### config.mk
export PLATFORM = sky130hd
export DESIGN_NAME = susc_top
export DESIGN_NICKNAME = d
export VERILOG_FILES = /design/src/susc_pkg.sv /design/src/susc_switch.sv /design/src/susc_top.sv
export SDC_FILE = /design/constraint.sdc
export NUM_CORES = 1
export LEC_CHECK = 0
export ABC_AREA = 1
export BUFFER_PORTS_ARGS = -buffer_cell sky130_fd_sc_hd__buf_2
export CAP_MARGIN = 20
export CORE_UTILIZATION = 45
export DETAILED_ROUTE_END_ITERATION = 7
export PLACE_DENSITY = 0.78
export SYNTH_ARGS = -nofsm -noshare
export SYNTH_HDL_FRONTEND = slang
export SYNTH_HIERARCHICAL = 1
export SYNTH_SLANG_ARGS = --single-unit
### constraint.sdc
create_clock -name clk -period 2.3 [get_ports clk]
set_input_delay 0.46 -clock clk [delete_from_list [all_inputs] [get_ports clk]]
set_output_delay 0.46 -clock clk [all_outputs]
set_load 0.1 [all_outputs]
### src/susc_pkg.sv
package susc_pkg;

    // ------------------------------------------------------------
    // Register map
    // ------------------------------------------------------------
    localparam logic [7:0] CLOCK_SOURCE_SELECT_ADDR = 8'ha9;
    localparam logic [7:0] CLOCK_STATUS_ADDR = 8'hab;
    localparam logic [7:0] CLOCK_ACTIVE_ADDR = 8'hac;
    localparam logic [7:0] CLOCK_SOURCE_SELECT_RESET = 8'h00;

    // ------------------------------------------------------------
    // Field positions
    // ------------------------------------------------------------
    localparam int SYS_FIELD_LSB = 0;
    localparam int USB_FIELD_LSB = 4;
    localparam int STAT_XTAL_BIT = 0;
    localparam int STAT_SYS_BUSY_BIT = 1;
    localparam int STAT_USB_BUSY_BIT = 2;

    // ------------------------------------------------------------
    // Source codes
    // ------------------------------------------------------------
    localparam logic [2:0] SYS_INT_OSC = 3'h0;
    localparam logic [2:0] SYS_EXT_OSC = 3'h1;
    localparam logic [2:0] SYS_MULT_HALF = 3'h2;
    localparam logic [2:0] SYS_MULT_FULL = 3'h3;
    localparam logic [2:0] SYS_LF_OSC = 3'h4;
    localparam logic [2:0] USB_MULT = 3'h0;
    localparam logic [2:0] USB_INT_HALF = 3'h1;
    localparam logic [2:0] USB_EXT = 3'h2;
    localparam logic [2:0] USB_EXT_HALF = 3'h3;
    localparam logic [2:0] USB_EXT_THIRD = 3'h4;
    localparam logic [2:0] USB_EXT_QUARTER = 3'h5;
    localparam int SYS_SOURCES = 5;
    localparam int USB_SOURCES = 6;

    // ------------------------------------------------------------
    // Timing
    // ------------------------------------------------------------
    localparam int CLK_PERIOD_NS = 50;
    localparam int SWITCH_DEAD_NS = 100;
    localparam int SWITCH_DEAD_RAW = (SWITCH_DEAD_NS + CLK_PERIOD_NS - 1) / CLK_PERIOD_NS;
    localparam int SWITCH_DEAD_CYCLES = (SWITCH_DEAD_RAW < 1) ? 1 : SWITCH_DEAD_RAW;

    typedef enum logic [0:0] {
        SUSC_RUN = 1'b0,
        SUSC_GAP = 1'b1
    } susc_sw_state_t;

endpackage : susc_pkg

### src/susc_switch.sv
`timescale 1ns/1ns
`default_nettype none
module susc_switch
    import susc_pkg::*;
#(
    parameter int N_SRC = 5,
    parameter int DEAD = 2
) (
    // Clock and reset
    input wire logic clk,
    input wire logic rst,
    // Request
    input wire logic req,
    input wire logic [2:0] req_idx,
    // Gates and state
    output logic [N_SRC-1:0] gate,
    output logic [2:0] active_idx,
    output logic busy
);

    localparam int CNT_W = $clog2(DEAD + 1) + 1;
    localparam int SW_MAX = DEAD + 2;

    susc_sw_state_t state;
    susc_sw_state_t next_state;
    logic [2:0] target;
    logic [2:0] next_target;
    logic [2:0] next_active_idx;
    logic [CNT_W-1:0] cnt;
    logic [CNT_W-1:0] next_cnt;
    logic [N_SRC-1:0] next_gate;

    // ------------------------------------------------------------
    // Break before make
    // ------------------------------------------------------------
    // All gates stay off for DEAD cycles so the old source is fully
    // stopped before the new one starts; no runt pulse can leak out.
    always_comb begin
        next_state = state;
        next_target = target;
        next_active_idx = active_idx;
        next_cnt = cnt;
        next_gate = gate;
        case (state)
            SUSC_RUN: begin
                if (req && req_idx != active_idx) begin
                    next_state = SUSC_GAP;
                    next_target = req_idx;
                    next_cnt = CNT_W'(DEAD - 1);
                    next_gate = '0;
                end
            end
            SUSC_GAP: begin
                // A late request only retargets, the gap is not restarted
                if (req) begin
                    next_target = req_idx;
                end
                if (cnt == '0) begin
                    next_state = SUSC_RUN;
                    next_active_idx = req ? req_idx : target;
                    next_gate = N_SRC'(1) << (req ? req_idx : target);
                end else begin
                    next_cnt = cnt - CNT_W'(1);
                end
            end
            default: begin
                next_state = SUSC_RUN;
                next_gate = N_SRC'(1) << active_idx;
            end
        endcase
    end

    always_ff @(posedge clk) begin
        if (rst) begin
            state <= SUSC_RUN;
            target <= 3'h0;
            active_idx <= 3'h0;
            cnt <= '0;
            gate <= N_SRC'(1);
        end else begin
            state <= next_state;
            target <= next_target;
            active_idx <= next_active_idx;
            cnt <= next_cnt;
            gate <= next_gate;
        end
    end

    assign busy = (state == SUSC_GAP);

    // ------------------------------------------------------------
    // Checks
    // ------------------------------------------------------------
    logic [7:0] gap_len;

    always_ff @(posedge clk) begin
        if (rst) begin
            gap_len <= 8'h00;
        end else if (gate == '0) begin
            gap_len <= (gap_len == 8'hff) ? gap_len : gap_len + 8'h01;
        end else begin
            gap_len <= 8'h00;
        end
    end
endmodule : susc_switch
`default_nettype wire

### src/susc_top.sv
`timescale 1ns/1ns
`default_nettype none
// What this block does
// Internal oscillator may be selected at once after enabling, no settle wait.
// Crystal-valid flag reads 1 once the external oscillator has settled.
// Software waits at least 1 ms after enabling crystal before reading flag.
// System select codes: internal, external, multiplier half, multiplier, low-frequency.
// Full multiplier as system clock only on 48 MHz variants.
// External oscillator may still feed USB while internal drives system.
// System clock switches on the fly; software picks only settled sources.
// Software sets flash read timing bit above 25 MHz, clears it otherwise.
// USB select codes: multiplier, internal/2, external, external/2, /3, /4.
// Software sets USB clock to 48 MHz full speed, 6 MHz low speed.
// Bits 7 and 3 of the select register read zero, ignore writes.
// Multiplier from internal oscillator for USB needs clock recovery enabled.
// Multiplier bring-up: clear, select input, enable, wait 5 us, init, poll.
// Source switches are glitch free; reserved codes never give undefined clocks.
// After reset both select fields are zero.
module susc_top
    import susc_pkg::*;
#(
    parameter bit MULT48_VARIANT = 1'b1,
    parameter int DEAD = SWITCH_DEAD_CYCLES
) (
    // Clock and reset
    input wire logic clk,
    input wire logic rst,
    // Register port
    input wire logic [7:0] reg_addr,
    input wire logic [7:0] reg_wdata,
    input wire logic reg_wr,
    input wire logic reg_rd,
    output logic [7:0] reg_rdata,
    // Oscillator status pin
    input wire logic ext_osc_settled,
    // System clock gating, one gate per source code
    output logic [SYS_SOURCES-1:0] sys_clk_gate,
    output logic [2:0] sys_src_active,
    output logic sys_switching,
    // USB clock gating, one gate per source code
    output logic [USB_SOURCES-1:0] usb_clk_gate,
    output logic [2:0] usb_src_active,
    output logic usb_switching,
    // Status
    output logic crystal_valid_flag
);

    // ------------------------------------------------------------
    // Code legality
    // ------------------------------------------------------------
    function automatic logic sys_code_ok(input logic [2:0] code);
        logic ok;
        ok = (code <= SYS_LF_OSC);
        if (code == SYS_MULT_FULL && !MULT48_VARIANT) begin
            ok = 1'b0;
        end
        return ok;
    endfunction : sys_code_ok

    function automatic logic usb_code_ok(input logic [2:0] code);
        return code <= USB_EXT_QUARTER;
    endfunction : usb_code_ok

    // ------------------------------------------------------------
    // Select register
    // ------------------------------------------------------------
    logic [2:0] sys_clk_src;
    logic [2:0] usb_clk_src;
    logic [2:0] next_sys_clk_src;
    logic [2:0] next_usb_clk_src;
    logic sel_wr;
    logic [2:0] wr_sys_code;
    logic [2:0] wr_usb_code;

    assign sel_wr = reg_wr && (reg_addr == CLOCK_SOURCE_SELECT_ADDR);
    assign wr_sys_code = reg_wdata[SYS_FIELD_LSB +: 3];
    assign wr_usb_code = reg_wdata[USB_FIELD_LSB +: 3];

    // The fields keep whatever software wrote, reserved codes too, so a
    // read shows the request; only legal codes move the clock gates.
    always_comb begin
        next_sys_clk_src = sys_clk_src;
        next_usb_clk_src = usb_clk_src;
        if (sel_wr) begin
            next_sys_clk_src = wr_sys_code;
            next_usb_clk_src = wr_usb_code;
        end
    end

    always_ff @(posedge clk) begin
        if (rst) begin
            sys_clk_src <= CLOCK_SOURCE_SELECT_RESET[SYS_FIELD_LSB +: 3];
            usb_clk_src <= CLOCK_SOURCE_SELECT_RESET[USB_FIELD_LSB +: 3];
        end else begin
            sys_clk_src <= next_sys_clk_src;
            usb_clk_src <= next_usb_clk_src;
        end
    end

    // ------------------------------------------------------------
    // Switch requests
    // ------------------------------------------------------------
    logic sys_req;
    logic usb_req;

    // The internal oscillator needs no settle wait, so its request goes
    // straight through like any other legal code.
    assign sys_req = sel_wr && sys_code_ok(wr_sys_code);
    assign usb_req = sel_wr && usb_code_ok(wr_usb_code);

    susc_switch #(
        .N_SRC(SYS_SOURCES),
        .DEAD(DEAD)
    ) u_sys_switch (
        .clk(clk),
        .rst(rst),
        .req(sys_req),
        .req_idx(wr_sys_code),
        .gate(sys_clk_gate),
        .active_idx(sys_src_active),
        .busy(sys_switching)
    );

    // Separate sequencer: USB may run from the external oscillator
    // whatever drives the system clock.
    susc_switch #(
        .N_SRC(USB_SOURCES),
        .DEAD(DEAD)
    ) u_usb_switch (
        .clk(clk),
        .rst(rst),
        .req(usb_req),
        .req_idx(wr_usb_code),
        .gate(usb_clk_gate),
        .active_idx(usb_src_active),
        .busy(usb_switching)
    );

    // ------------------------------------------------------------
    // Crystal valid
    // ------------------------------------------------------------
    logic settled_meta;
    logic next_crystal_valid_flag;

    // Only the second stage is read. The flag is a level and follows the
    // oscillator; a false early reading is software's to avoid.
    always_comb begin
        next_crystal_valid_flag = settled_meta;
    end

    always_ff @(posedge clk) begin
        if (rst) begin
            settled_meta <= 1'b0;
            crystal_valid_flag <= 1'b0;
        end else begin
            settled_meta <= ext_osc_settled;
            crystal_valid_flag <= next_crystal_valid_flag;
        end
    end

    // ------------------------------------------------------------
    // Read port
    // ------------------------------------------------------------
    logic [7:0] next_reg_rdata;

    always_comb begin
        next_reg_rdata = 8'h00;
        if (reg_rd) begin
            case (reg_addr)
                CLOCK_SOURCE_SELECT_ADDR: begin
                    // Bits 7 and 3 are not stored and read as zero
                    next_reg_rdata = {1'b0, usb_clk_src, 1'b0, sys_clk_src};
                end
                CLOCK_STATUS_ADDR: begin
                    next_reg_rdata[STAT_XTAL_BIT] = crystal_valid_flag;
                    next_reg_rdata[STAT_SYS_BUSY_BIT] = sys_switching;
                    next_reg_rdata[STAT_USB_BUSY_BIT] = usb_switching;
                end
                CLOCK_ACTIVE_ADDR: begin
                    next_reg_rdata = {1'b0, usb_src_active, 1'b0, sys_src_active};
                end
                default: begin
                    next_reg_rdata = 8'h00;
                end
            endcase
        end
    end

    always_ff @(posedge clk) begin
        if (rst) begin
            reg_rdata <= 8'h00;
        end else begin
            reg_rdata <= next_reg_rdata;
        end
    end

    // ------------------------------------------------------------
    // Checks
    // ------------------------------------------------------------
    localparam int SETTLE_MAX = 8;
endmodule : susc_top
`default_nettype wire

==> results_dict.tcl <==
set metrics [dict create \
    end_kind "register" \
    r2r_cells 6 \
    max_freq_mhz 535 \
    cp-start-kind "input port" \
    die_w_um 74.5 \
    dp.cells 459 \
    crit_slowest_cell "nand2_1" \
    path_class "in2reg" \
    start_util 0.466 \
    setup_viol 0 \
    post_drt_wl_per_cell_um 10.4 \
    status "finished, final reports clean" \
    holdCritStartpoint "ext_osc_settled" \
    grt_overflow 0 \
    drt_wl_total_um 4840 \
    r2r_slack_ps 880 \
    synth_top_area_share 0.381 \
    yosys-top-cells-area "dfxtp_1 38%, nand2_1 13%, nand3_1 8.0%" \
    ys_seq_area_frac 0.381 \
    die_h_um 74.5 \
    clock-root-buffer "clkbuf_8" \
    cpLargestDelayFamily "simple AND/OR/NAND/NOR gates" \
    core_um2 5070 \
    syn_area_um2 2370 \
    fin_util 0.538 \
    die_area_um2 5550 \
    final_nets 421 \
    cts_made_buffers 5 \
    cts_buffer_depth 2 \
    final_antenna_net_count 0 \
    grt_max_degree 19 \
    hold_path_class "in2reg" \
    reg2reg_from "u_usb_switch/cnt[0]" \
    p_per_area_nw_per_um2 493 \
    clock_latency_ps 290 \
    syn_to_final_growth_pct 15.3 \
    min_period_ps 1870 \
    cap_violations 0 \
    cp_num_buf_inv 3 \
    drive_gt1_frac 0.233 \
    gp_congestion 0.856 \
    postCtsSetupRepairBufs 0 \
    ys_warn_count 6 \
    clkSinkCount 45 \
    synth.distinct_cells 29 \
    drcViolationCount 0 \
    cp.required_ps 2540 \
    finalHoldViolations 0 \
    fp-row-count 26 \
    r2r_end "u_usb_switch/cnt[1]" \
    htree_levels 2 \
    syn_area_per_cell_um2 6.84 \
    crit_chain "buf_2 -> inv_1 -> nand2_2 -> nor2_4 -> nand4_1 -> nand2_1 -> nand2_1 -> o21ai_2 -> inv_2 -> nor2_4 -> nand3_2 -> nand2_1 -> nand2_1 -> nor2_2" \
    drv_slew 0 \
    ctsResizeCount 0 \
    clkTransAtPathRegs_ps 80 \
    skew_ps 7.98 \
    tns_ps 0 \
    routed-via-count 2197 \
    holdPathStages 3 \
    drt_first_pass_iters 4 \
    via_per_inst 4.72 \
    pre_cts_slack_ps 139 \
    grt_use_total 0.189 \
    crit_top_cell "nand2_1" \
    diodes 0 \
    hold-worst-slack_ps 369 \
    rsz0062_at_grt "false" \
    yosysTopAreaCell "dfxtp_1" \
    ir_drop_mv 0.286 \
    grt_first_pass_wirelength_um 8110 \
    whs_endpoint "next_crystal_valid_flag" \
    worst_slack_ps 429 \
    antenna_found_initial 0 \
    post-route-period-util 0.813 \
    cts_hold_buf 0 \
    syn_inst 346 \
    grt_pass1_vias 1895 \
    cts_tree "yes" \
    critPathMaxStageDelay_ps 300 \
    crit_fanout 14 \
    p_leak_nw 1.35 \
    critical_path_arrival_ps 2110 \
    ys_ff_latch 45 \
    fin_cells 465 \
    ios 49 \
    dp_hpwl_um 3650 \
    numPortBuffers 44 \
    drtIter0Drc 134 \
]
sequential cells by signal, summed over array words and instances (netlist names):
| name | flops |
|---|---|
| u_sys_switch/active_idx | 3 |
| u_sys_switch/gate | 5 |
| u_usb_switch/active_idx | 3 |
| usb_clk_src | 3 |
| next_crystal_valid_flag | 1 |
| u_sys_switch/busy | 1 |
| sys_clk_src | 3 |
| reg_rdata | 6 |
| u_usb_switch/cnt | 3 |
| crystal_valid_flag | 1 |
| u_usb_switch/gate | 6 |
| u_usb_switch/busy | 1 |
| u_sys_switch/target | 3 |
| u_sys_switch/cnt | 3 |
| u_usb_switch/target | 3 |
where the power goes:
group          internal [W]  switching (W)  leakage (nW)
combinational     0.0000309      0.0000808         0.945
clock              0.000200       0.000249        0.0399
sequential         0.000782     0.00000214         0.363
synth_stat cells (all sizes together):
library cell	instances
nand3	43
a21oi	21
or2	2
nor3	2
inv	53
buf	6
o21ai	20
nand4	4
o21bai	2
clkinv	1
conb	1
dfxtp	45
ha	4
nand2	88
nand3b	3
nor2	46
a211oi	1
clkbuf	1
xnor2	3
metrics by stage:
stage          power [W]  cell area, um^2
2_1_floorplan   0.000881             2370
4_1_cts          0.00136             2730
3_3_place_gp    0.000912             2660
5_1_grt          0.00141             2730
3_5_place_dp    0.000913             2660
6_report         0.00134             2730
layout by cell type (no fill, tap or decap), types with 2 or more instances in the layout:
master	netlist	layout
a21oi_1	20	20
buf_2	0	44
buf_4	3	5
clkbuf_8	0	5
conb_1	1	2
dfxtp_1	45	45
ha_1	4	4
inv_1	44	44
inv_2	7	7
inv_4	2	2
nand2_1	81	81
nand2_2	7	7
nand3_1	38	38
nand3_2	5	5
nand3b_1	3	3
nand4_1	4	4
nor2_1	39	39
nor2_2	4	4
nor2_4	3	3
nor3_1	2	2
o21ai_0	12	12
o21ai_1	2	2
o21ai_2	6	6
o21bai_1	2	2
or2_2	2	2
xnor2_1	3	3
tightest hold or removal path: stages:
cell and delay [ps]:
buf_2 70, inv_1 30, nor2_1 60
cells by family (layout without fill, tap and decap cells):
family | after synthesis | after routing | synth area share
buffers and inverters | 61 | 109 | 0.113
DFF | 45 | 45 | 0.381
and+or+nand+nor | 188 | 188 | 0.365
xor gates and xnor gates | 3 | 3 | 0.0111
AOI/OAI and AO/OA | 44 | 44 | 0.107
adders and majority gates | 4 | 4 | 0.0212
other | 1 | 2 | 0.00158
worst max path at each step:
stage / from / end / cells after the start
2_1_floorplan: reg_addr[7] / u_sys_switch/target[2] / 12
3_3_place_gp: reg_addr[4] / u_usb_switch/gate[2] / 11
3_5_place_dp: reg_addr[4] / u_usb_switch/gate[4] / 14
4_1_cts: reg_addr[4] / u_usb_switch/gate[4] / 14
5_1_grt: reg_addr[1] / u_sys_switch/target[2] / 15
6_report: reg_addr[4] / u_usb_switch/gate[4] / 14
per-layer routing:
metal | track usage | routed length [um] | share of wire | up-vias
met5 | 0 | 0 | 0 | -
met4 | 0.0629 | 44 | 0.0091 | 0
met3 | 0.0447 | 209 | 0.043 | 4
met2 | 0.315 | 2280 | 0.47 | 53
met1 | 0.240 | 2310 | 0.48 | 951
li1 | - | - | - | 1189
cell type report:
cell class | instances | area [um^2]
fill | 506 | 2350
multi-input combinational | 241 | 1200
sequential | 45 | 901
timing repair buffer | 49 | 258
inverter | 54 | 208
tap | 70 | 87.6
clock buffer | 5 | 68.8
clock inverter | 1 | 5.00
Note: power is estimated with default switching activity, not from simulation.
